File: src/tpw_pkg.sv
// constants and types shared by the timer, prescaler and watchdog unit
package tpw_pkg;

    // ------------------------------------------------------------------
    // register byte addresses
    // ------------------------------------------------------------------
    localparam logic [31:0] ADDR_WDOG_COUNT   = 32'h8000004c;
    localparam logic [31:0] ADDR_TIMER_COUNT  = 32'h80000050;
    localparam logic [31:0] ADDR_TIMER_RELOAD = 32'h80000054;
    localparam logic [31:0] ADDR_TIMER_CTRL   = 32'h80000058;
    localparam logic [31:0] ADDR_PSC_COUNT    = 32'h80000060;
    localparam logic [31:0] ADDR_PSC_RELOAD   = 32'h80000064;
    localparam logic [31:0] ADDR_IRQ_STATUS   = 32'h80000068;
    localparam logic [31:0] ADDR_IRQ_MASK     = 32'h8000006c;

    // ------------------------------------------------------------------
    // field positions and widths
    // ------------------------------------------------------------------
    localparam int CTRL_ENABLE_BIT      = 0;
    localparam int CTRL_AUTO_RELOAD_BIT = 1;
    localparam int CTRL_FORCE_LOAD_BIT  = 2;
    localparam int PSC_W                = 10;
    localparam int EVT_TIMER_BIT        = 0;
    localparam int EVT_WDOG_BIT         = 1;
    localparam int EVT_W                = 2;

    // ------------------------------------------------------------------
    // reset values and special division reloads
    // ------------------------------------------------------------------
    localparam logic [31:0]      WDOG_RESET    = 32'hffffffff;
    localparam logic [31:0]      TIMER_RESET   = 32'h00000000;
    localparam logic [PSC_W-1:0] PSC_RESET     = 10'h000;
    localparam logic [PSC_W-1:0] PSC_ONE       = 10'h001;
    localparam logic [PSC_W-1:0] PSC_TWO       = 10'h002;
    localparam logic [PSC_W-1:0] PSC_EFF_DIV4  = 10'h003;
    localparam logic [PSC_W-1:0] PSC_EFF_DIV6  = 10'h005;
    localparam logic [31:0]      ZERO32        = 32'h00000000;
    localparam logic [31:0]      ONE32         = 32'h00000001;
    localparam logic [EVT_W-1:0] EVT_NONE      = 2'h0;

    // ------------------------------------------------------------------
    // register bus request
    // ------------------------------------------------------------------
    typedef struct packed {
        logic [31:0] addr;
        logic [31:0] wdata;
        logic        wr;
        logic        rd;
    } tpw_req_t;

    // timer run state
    typedef enum logic [0:0] {
        TMR_IDLE,
        TMR_RUN
    } tpw_tmr_state_t;

endpackage : tpw_pkg

File: src/tpw_timer_unit.sv
// prescaler, second general purpose timer and watchdog counter with register port
//
// Local design decision: strobed register access.
`timescale 1ns/10ps

module tpw_timer_unit (
    input  wire logic             clk_sys,       // system clock, 10 MHz
    input  wire logic             resetn,        // asynchronous reset, active low
    input  wire tpw_pkg::tpw_req_t req,          // register request
    output logic [31:0]           rdata,         // read data, cycle after read strobe
    output logic                  irq,           // level interrupt, unmasked status set
    output logic                  timer_event,   // one-cycle pulse on timer underflow
    output logic                  wdog_expired   // level, watchdog reached underflow
);

    // ------------------------------------------------------------------
    // helpers
    // ------------------------------------------------------------------
    function automatic logic [tpw_pkg::PSC_W-1:0] eff_reload(
        input logic [tpw_pkg::PSC_W-1:0] rv);
        logic [tpw_pkg::PSC_W-1:0] e;
        e = rv;
        if (rv == tpw_pkg::PSC_RESET || rv == tpw_pkg::PSC_ONE) begin
            e = tpw_pkg::PSC_EFF_DIV4;
        end else if (rv == tpw_pkg::PSC_TWO) begin
            e = tpw_pkg::PSC_EFF_DIV6;
        end
        return e;
    endfunction : eff_reload

    function automatic logic hit(
        input tpw_pkg::tpw_req_t r,
        input logic [31:0]       a);
        return r.wr && (r.addr == a);
    endfunction : hit

    // ------------------------------------------------------------------
    // state
    // ------------------------------------------------------------------
    logic [tpw_pkg::PSC_W-1:0] psc_cnt_q,  psc_cnt_d;
    logic [tpw_pkg::PSC_W-1:0] psc_rld_q,  psc_rld_d;
    logic [31:0]               tmr_cnt_q,  tmr_cnt_d;
    logic [31:0]               tmr_rld_q,  tmr_rld_d;
    logic                      tmr_rl_q,   tmr_rl_d;
    tpw_pkg::tpw_tmr_state_t   tmr_st_q,   tmr_st_d;
    logic [31:0]               wdg_cnt_q,  wdg_cnt_d;
    logic                      wdg_exp_q,  wdg_exp_d;
    logic [tpw_pkg::EVT_W-1:0] sts_q,      sts_d;
    logic [tpw_pkg::EVT_W-1:0] msk_q,      msk_d;
    logic [31:0]               rdata_q,    rdata_d;
    logic                      tev_q;

    // ------------------------------------------------------------------
    // decode
    // ------------------------------------------------------------------
    wire wr_wdg   = hit(req, tpw_pkg::ADDR_WDOG_COUNT);
    wire wr_trld  = hit(req, tpw_pkg::ADDR_TIMER_RELOAD);
    wire wr_tctl  = hit(req, tpw_pkg::ADDR_TIMER_CTRL);
    wire wr_pcnt  = hit(req, tpw_pkg::ADDR_PSC_COUNT);
    wire wr_prld  = hit(req, tpw_pkg::ADDR_PSC_RELOAD);
    wire wr_sts   = hit(req, tpw_pkg::ADDR_IRQ_STATUS);
    wire wr_msk   = hit(req, tpw_pkg::ADDR_IRQ_MASK);
    wire force_ld = wr_tctl && req.wdata[tpw_pkg::CTRL_FORCE_LOAD_BIT];
    wire ctl_en   = req.wdata[tpw_pkg::CTRL_ENABLE_BIT];
    wire tmr_en   = (tmr_st_q == tpw_pkg::TMR_RUN);

    // ------------------------------------------------------------------
    // prescaler
    // ------------------------------------------------------------------
    // a tick marks the end of each counter cycle
    wire tick = (psc_cnt_q == tpw_pkg::PSC_RESET) && !wr_pcnt;

    // small reloads stretched to divide by four or six
    wire [tpw_pkg::PSC_W-1:0] psc_eff = eff_reload(psc_rld_q);

    always_comb begin
        psc_cnt_d = psc_cnt_q - tpw_pkg::PSC_ONE;
        if (wr_pcnt) begin
            psc_cnt_d = req.wdata[tpw_pkg::PSC_W-1:0];
        end else if (tick) begin
            psc_cnt_d = psc_eff;
        end
        psc_rld_d = wr_prld ? req.wdata[tpw_pkg::PSC_W-1:0] : psc_rld_q;
    end

    // ------------------------------------------------------------------
    // timer two
    // ------------------------------------------------------------------
    wire tmr_under = tick && tmr_en && (tmr_cnt_q == tpw_pkg::ZERO32);

    always_comb begin
        tmr_cnt_d = tmr_cnt_q;
        tmr_st_d  = tmr_st_q;
        tmr_rl_d  = tmr_rl_q;
        tmr_rld_d = wr_trld ? req.wdata : tmr_rld_q;
        case (tmr_st_q)
            tpw_pkg::TMR_IDLE: begin
                tmr_st_d = tpw_pkg::TMR_IDLE;
            end
            tpw_pkg::TMR_RUN: begin
                if (tick && tmr_cnt_q != tpw_pkg::ZERO32) begin
                    tmr_cnt_d = tmr_cnt_q - tpw_pkg::ONE32;
                end else if (tmr_under) begin
                    if (tmr_rl_q) begin
                        tmr_cnt_d = tmr_rld_q;
                    end else begin
                        tmr_st_d = tpw_pkg::TMR_IDLE;
                    end
                end
            end
            default: begin
                tmr_st_d = tpw_pkg::TMR_IDLE;
            end
        endcase
        if (wr_tctl) begin
            tmr_rl_d = req.wdata[tpw_pkg::CTRL_AUTO_RELOAD_BIT];
            // enable bit starts or halts counting
            tmr_st_d = ctl_en ? tpw_pkg::TMR_RUN : tpw_pkg::TMR_IDLE;
        end
        if (force_ld) begin
            tmr_cnt_d = tmr_rld_q;
        end
    end

    // ------------------------------------------------------------------
    // watchdog
    // ------------------------------------------------------------------
    wire wdg_under = tick && !wdg_exp_q && (wdg_cnt_q == tpw_pkg::ZERO32) && !wr_wdg;

    always_comb begin
        wdg_cnt_d = wdg_cnt_q;
        wdg_exp_d = wdg_exp_q || wdg_under;
        if (wr_wdg) begin
            wdg_cnt_d = req.wdata;
            wdg_exp_d = 1'b0;
        end else if (tick && !wdg_exp_q && wdg_cnt_q != tpw_pkg::ZERO32) begin
            wdg_cnt_d = wdg_cnt_q - tpw_pkg::ONE32;
        end
    end

    // ------------------------------------------------------------------
    // interrupt status and mask
    // ------------------------------------------------------------------
    wire [tpw_pkg::EVT_W-1:0] evt_set = {wdg_under, tmr_under};
    wire [tpw_pkg::EVT_W-1:0] evt_clr = wr_sts ? req.wdata[tpw_pkg::EVT_W-1:0] : tpw_pkg::EVT_NONE;

    // set wins over a clear in the same cycle
    assign sts_d = (sts_q & ~evt_clr) | evt_set;
    assign msk_d = wr_msk ? req.wdata[tpw_pkg::EVT_W-1:0] : msk_q;

    // ------------------------------------------------------------------
    // read mux
    // ------------------------------------------------------------------
    always_comb begin
        rdata_d = tpw_pkg::ZERO32;
        if (req.rd) begin
            case (req.addr)
                tpw_pkg::ADDR_WDOG_COUNT:   rdata_d = wdg_cnt_q;
                tpw_pkg::ADDR_TIMER_COUNT:  rdata_d = tmr_cnt_q;
                tpw_pkg::ADDR_TIMER_RELOAD: rdata_d = tmr_rld_q;
                tpw_pkg::ADDR_TIMER_CTRL: begin
                    rdata_d[tpw_pkg::CTRL_ENABLE_BIT]      = tmr_en;
                    rdata_d[tpw_pkg::CTRL_AUTO_RELOAD_BIT] = tmr_rl_q;
                end
                tpw_pkg::ADDR_PSC_COUNT:    rdata_d[tpw_pkg::PSC_W-1:0] = psc_cnt_q;
                tpw_pkg::ADDR_PSC_RELOAD:   rdata_d[tpw_pkg::PSC_W-1:0] = psc_rld_q;
                tpw_pkg::ADDR_IRQ_STATUS:   rdata_d[tpw_pkg::EVT_W-1:0] = sts_q;
                tpw_pkg::ADDR_IRQ_MASK:     rdata_d[tpw_pkg::EVT_W-1:0] = msk_q;
                default:                    rdata_d = tpw_pkg::ZERO32;
            endcase
        end
    end

    // ------------------------------------------------------------------
    // registers
    // ------------------------------------------------------------------
    always_ff @(posedge clk_sys or negedge resetn) begin
        if (!resetn) begin
            psc_cnt_q <= tpw_pkg::PSC_RESET;
            psc_rld_q <= tpw_pkg::PSC_RESET;
            tmr_cnt_q <= tpw_pkg::TIMER_RESET;
            tmr_rld_q <= tpw_pkg::TIMER_RESET;
            tmr_rl_q  <= 1'b0;
            tmr_st_q  <= tpw_pkg::TMR_IDLE;
            wdg_cnt_q <= tpw_pkg::WDOG_RESET;
            wdg_exp_q <= 1'b0;
            sts_q     <= tpw_pkg::EVT_NONE;
            msk_q     <= tpw_pkg::EVT_NONE;
            rdata_q   <= tpw_pkg::ZERO32;
            tev_q     <= 1'b0;
        end else begin
            psc_cnt_q <= psc_cnt_d;
            psc_rld_q <= psc_rld_d;
            tmr_cnt_q <= tmr_cnt_d;
            tmr_rld_q <= tmr_rld_d;
            tmr_rl_q  <= tmr_rl_d;
            tmr_st_q  <= tmr_st_d;
            wdg_cnt_q <= wdg_cnt_d;
            wdg_exp_q <= wdg_exp_d;
            sts_q     <= sts_d;
            msk_q     <= msk_d;
            rdata_q   <= rdata_d;
            tev_q     <= tmr_under;
        end
    end

    assign rdata        = rdata_q;
    assign irq          = |(sts_q & msk_q);
    assign timer_event  = tev_q;
    assign wdog_expired = wdg_exp_q;
endmodule : tpw_timer_unit

File: config.mk
export PLATFORM = sky130hd
export DESIGN_NAME = tpw_timer_unit
export DESIGN_NICKNAME = d
export VERILOG_FILES = /design/src/tpw_pkg.sv /design/src/tpw_timer_unit.sv
export SDC_FILE = /design/constraint.sdc
export NUM_CORES = 1
export LEC_CHECK = 0
export BUFFER_PORTS_ARGS = -buffer_cell sky130_fd_sc_hd__clkbuf_2
export CORE_UTILIZATION = 50
export CTS_CLUSTER_SIZE = 40
export DETAILED_ROUTE_END_ITERATION = 16
export PLACE_DENSITY = 0.7
export SYNTH_ARGS = -nofsm -noshare
export SYNTH_HDL_FRONTEND = slang
export SYNTH_SLANG_ARGS = --single-unit
export TNS_END_PERCENT = 1
File: constraint.sdc
create_clock -name clk_sys -period 4.7 [get_ports clk_sys]
set_input_delay 0.47 -clock clk_sys [delete_from_list [all_inputs] [get_ports clk_sys]]
set_output_delay 0.47 -clock clk_sys [all_outputs]
set_load 0.02 [all_outputs]
==> flow_summary.ini <==
[final_layout]
final_util_pct = 59.9
final_cell_mix = 124 x dfrtp_1, 101 x clkbuf_2, 87 x nor2_1, 73 x a21oi_1, 68 x nand2_1
fin_area_mm2 = 0.00962
fin_cells = 1175
diodes = 0
register_area_mm2 = 0.00394
nFillCells = 1394
drive_above_1_share_pct = 22.3
multi_input_area_mm2 = 0.00408
synthToLayoutAreaGrowth_pct = 16.1
fin_nets = 1020
final_common_cell = dfrtp_1

[power]
p_leak_nw = 4.16
peakVddDrop_v = 0.000264
p_sw_share_pct = 20.5
clkPwrFrac_pct = 52.6
power_frac_comb_pct = 2.8
intPower_w = 0.00240
seqPwrFrac_pct = 44.6
powerDensity_mw_per_mm2 = 313
p_sw_w = 0.000616

[worst_setup_path]
crit_family = simple AND/OR/NAND/NOR gates
worstSetupPathType = flip-flop to flip-flop
crit_chain = nor4_1, nand4b_1, a31oi_1, nand3_2, nor2_1, a31oi_1, o22a_1
required_ns = 5.03
start_kind = flip-flop
crit_slowest_cell = nand3_2
crit_buf_inv = 0
cpPeakStageDelay_ns = 0.81
crit_arrival_ns = 3.65
cp_max_fo = 54
crit_top_cell = a31oi_1
endpoint_kind = flip-flop

[timing]
period_share_pct = 70.6
fmax_ghz = 0.301
slew_violations = 0
slew_headroom_pct = 32.7
setup_tns_ns = 0
fin_skew_ns = 0.0157
rsz0062_at_grt = false
setup_violations = 0
final_hold_viol_count = 0
min_period_ns = 3.32
timing.hold.ws_ns = 0.0858
worst_pin_slew_ns = 1.01

[min_path]
hold_class = input pin to asynchronous set/reset pin

[clocking]
clockBufferDepth = 2
cts.clk_slew.worst_paths_ns = 0.07
clock-sinks = 156
cts_root_buffer = clkbuf_16
tritoncts = done
clock_latency_ns = 0.44
hold_buffers = 0
htreeDepth = 4
numCtsBuffers = 17
cts_setup_buffers = 0
cts_resized = 0

[job]
drv_cap = 0

[yosys]
syn_avg_cell_area_um2 = 9.55
syn-cell-area_mm2 = 0.00829
seq_area_frac_synth_pct = 47.6
async_flop_share_pct = 100
ys_warn_count = 0
synth_flop_cell = dfrtp_1
netlist_instances = 868
synth_cell_types = 66
synth_edf_count = 0
synth_top_cell_area_share_pct = 37.5
yosys.area.top_type = dfrtp_1
synth-seq-cells = 156
syn-num-nets = 942
synth_area_leaders = dfrtp_1 37%, dfstp_2 10%, a21oi_1 4.4%

[global_routing]
grt_first_pass_wirelength_mm = 35.8
grt_use_total_pct = 27.8
antenna_found_initial = 0
grt_max_degree = 90
grt_pass1_vias = 6857
overflow = 0

[die]
row_count = 46
die_w_um = 131
die_y_um = 131
io_pins = 103
initial_core_util_pct = 51.6
die_area_mm2 = 0.0171
core_mm2 = 0.0161

[route]
finalWirelength_mm = 21.9
wl_per_cell_um = 18.7
ant_nets = 0
avgViaCountPerCell = 6.12
drc = 0
via_count = 7195
firstDrtPassIters = 8
initialDrtViolationCount = 832

[outcome]
run_status = finished, final reports clean

[placed_design]
port_buffers = 102
dp_hpwl_mm = 14.6
place_area_mm2 = 0.00894
place_inst = 1143
place_congestion = 0.867
registers in the layout (all words and copies together), names as in the netlist, 2 cells and up:
name / cells
wdg_cnt_q: 32
tmr_cnt_q: 32
psc_cnt_q: 10
rdata: 32
tmr_rld_q: 32
msk_q: 2
sts_q: 2
psc_rld_q: 10
power by group through the flow:
stage	clock network (W)	logic [W]	registers (W)
after floorplan	0	0.0000168	0.00137
after global placement	0	0.0000852	0.00137
after detailed placement	0	0.0000861	0.00137
after CTS	0.00160	0.0000864	0.00134
after global routing	0.00164	0.0000948	0.00134
final	0.00158	0.0000839	0.00134
metal layers:
metal / up-vias / global-route usage [%] / part of all wire, %
li1: 3378 / - / -
met4: 0 / 11.0 / 1.9
met1: 3471 / 38.0 / 44
met2: 313 / 43.9 / 47
met3: 33 / 4.85 / 7.3
met5: - / 0 / 0
synth_stat cells (4+ instances only):
library cell and instances:
a21oi_1 73, inv_1 16, or3_1 7, clkbuf_1 29
nor2b_1 4, nand2b_1 5, or4_1 5, ha_1 6
nor4_1 24, nand3_1 20, dfrtp_1 124, dfstp_2 32
nand2_1 68, a222oi_1 31, o21ai_1 39, and3_1 8
and4_1 7, o22a_1 5, mux2_1 22, o21ai_0 49
mux2i_1 4, and2_1 6, a22oi_1 9, mux2_2 19
xor2_1 17, nand4_1 11, nor2_1 87, nor3b_1 4
buf_2 22, a31oi_1 10, nor3_1 32, xnor2_1 18
cell families (layout without fill, tap and decap cells):
logic type	count (synthesis)	count (layout)	synth area share [%]
XOR/XNOR	35	35	3.70
adder cells (fa/ha/maj)	6	6	0.906
AND/OR/NAND/NOR	318	318	20.4
flip-flops	156	156	47.6
buffers and inverters	69	160	3.46
multiplexers	45	45	6.06
AO/OA/AOI/OAI	239	239	17.9
path summary, 6_finish.rpt:
kind / end / cells past startpoint / startpoint / slack, ns
worst max-delay path: tmr_cnt_q[20] / 7 / psc_cnt_q[7] / 1.38
worst min-delay path: msk_q[1] / 1 / resetn / 0.09
worst max register to register: tmr_cnt_q[20] / 7 / psc_cnt_q[7] / 1.38
worst min register to register: tmr_rld_q[31] / 1 / tmr_rld_q[31] / 0.52
max in group asynchronous: wdg_cnt_q[14] / 2 / resetn / 3.56
min in group clk_sys: wdg_cnt_q[30] / 3 / req[32] / 0.22
through the flow:
| stage | total power [W] | worst slack [ns] |
|---|---|---|
| floorplan | 0.00139 | 2.28 |
| global placement | 0.00145 | 1.26 |
| detailed placement | 0.00145 | 1.15 |
| CTS | 0.00303 | 1.44 |
| global route | 0.00308 | 1.01 |
| finish | 0.00301 | 1.38 |
layout make-up:
cell class | instances | share of cell area, %
Multi-Input combinational cell | 643 | 42.4
Sequential cell | 156 | 41.0
Timing Repair Buffer | 112 | 6.15
Clock buffer | 21 | 4.79
Tap cell | 216 | 2.81
Clock inverter | 11 | 2.25
Inverter | 16 | 0.624
(Power assumes the default switching activity.)
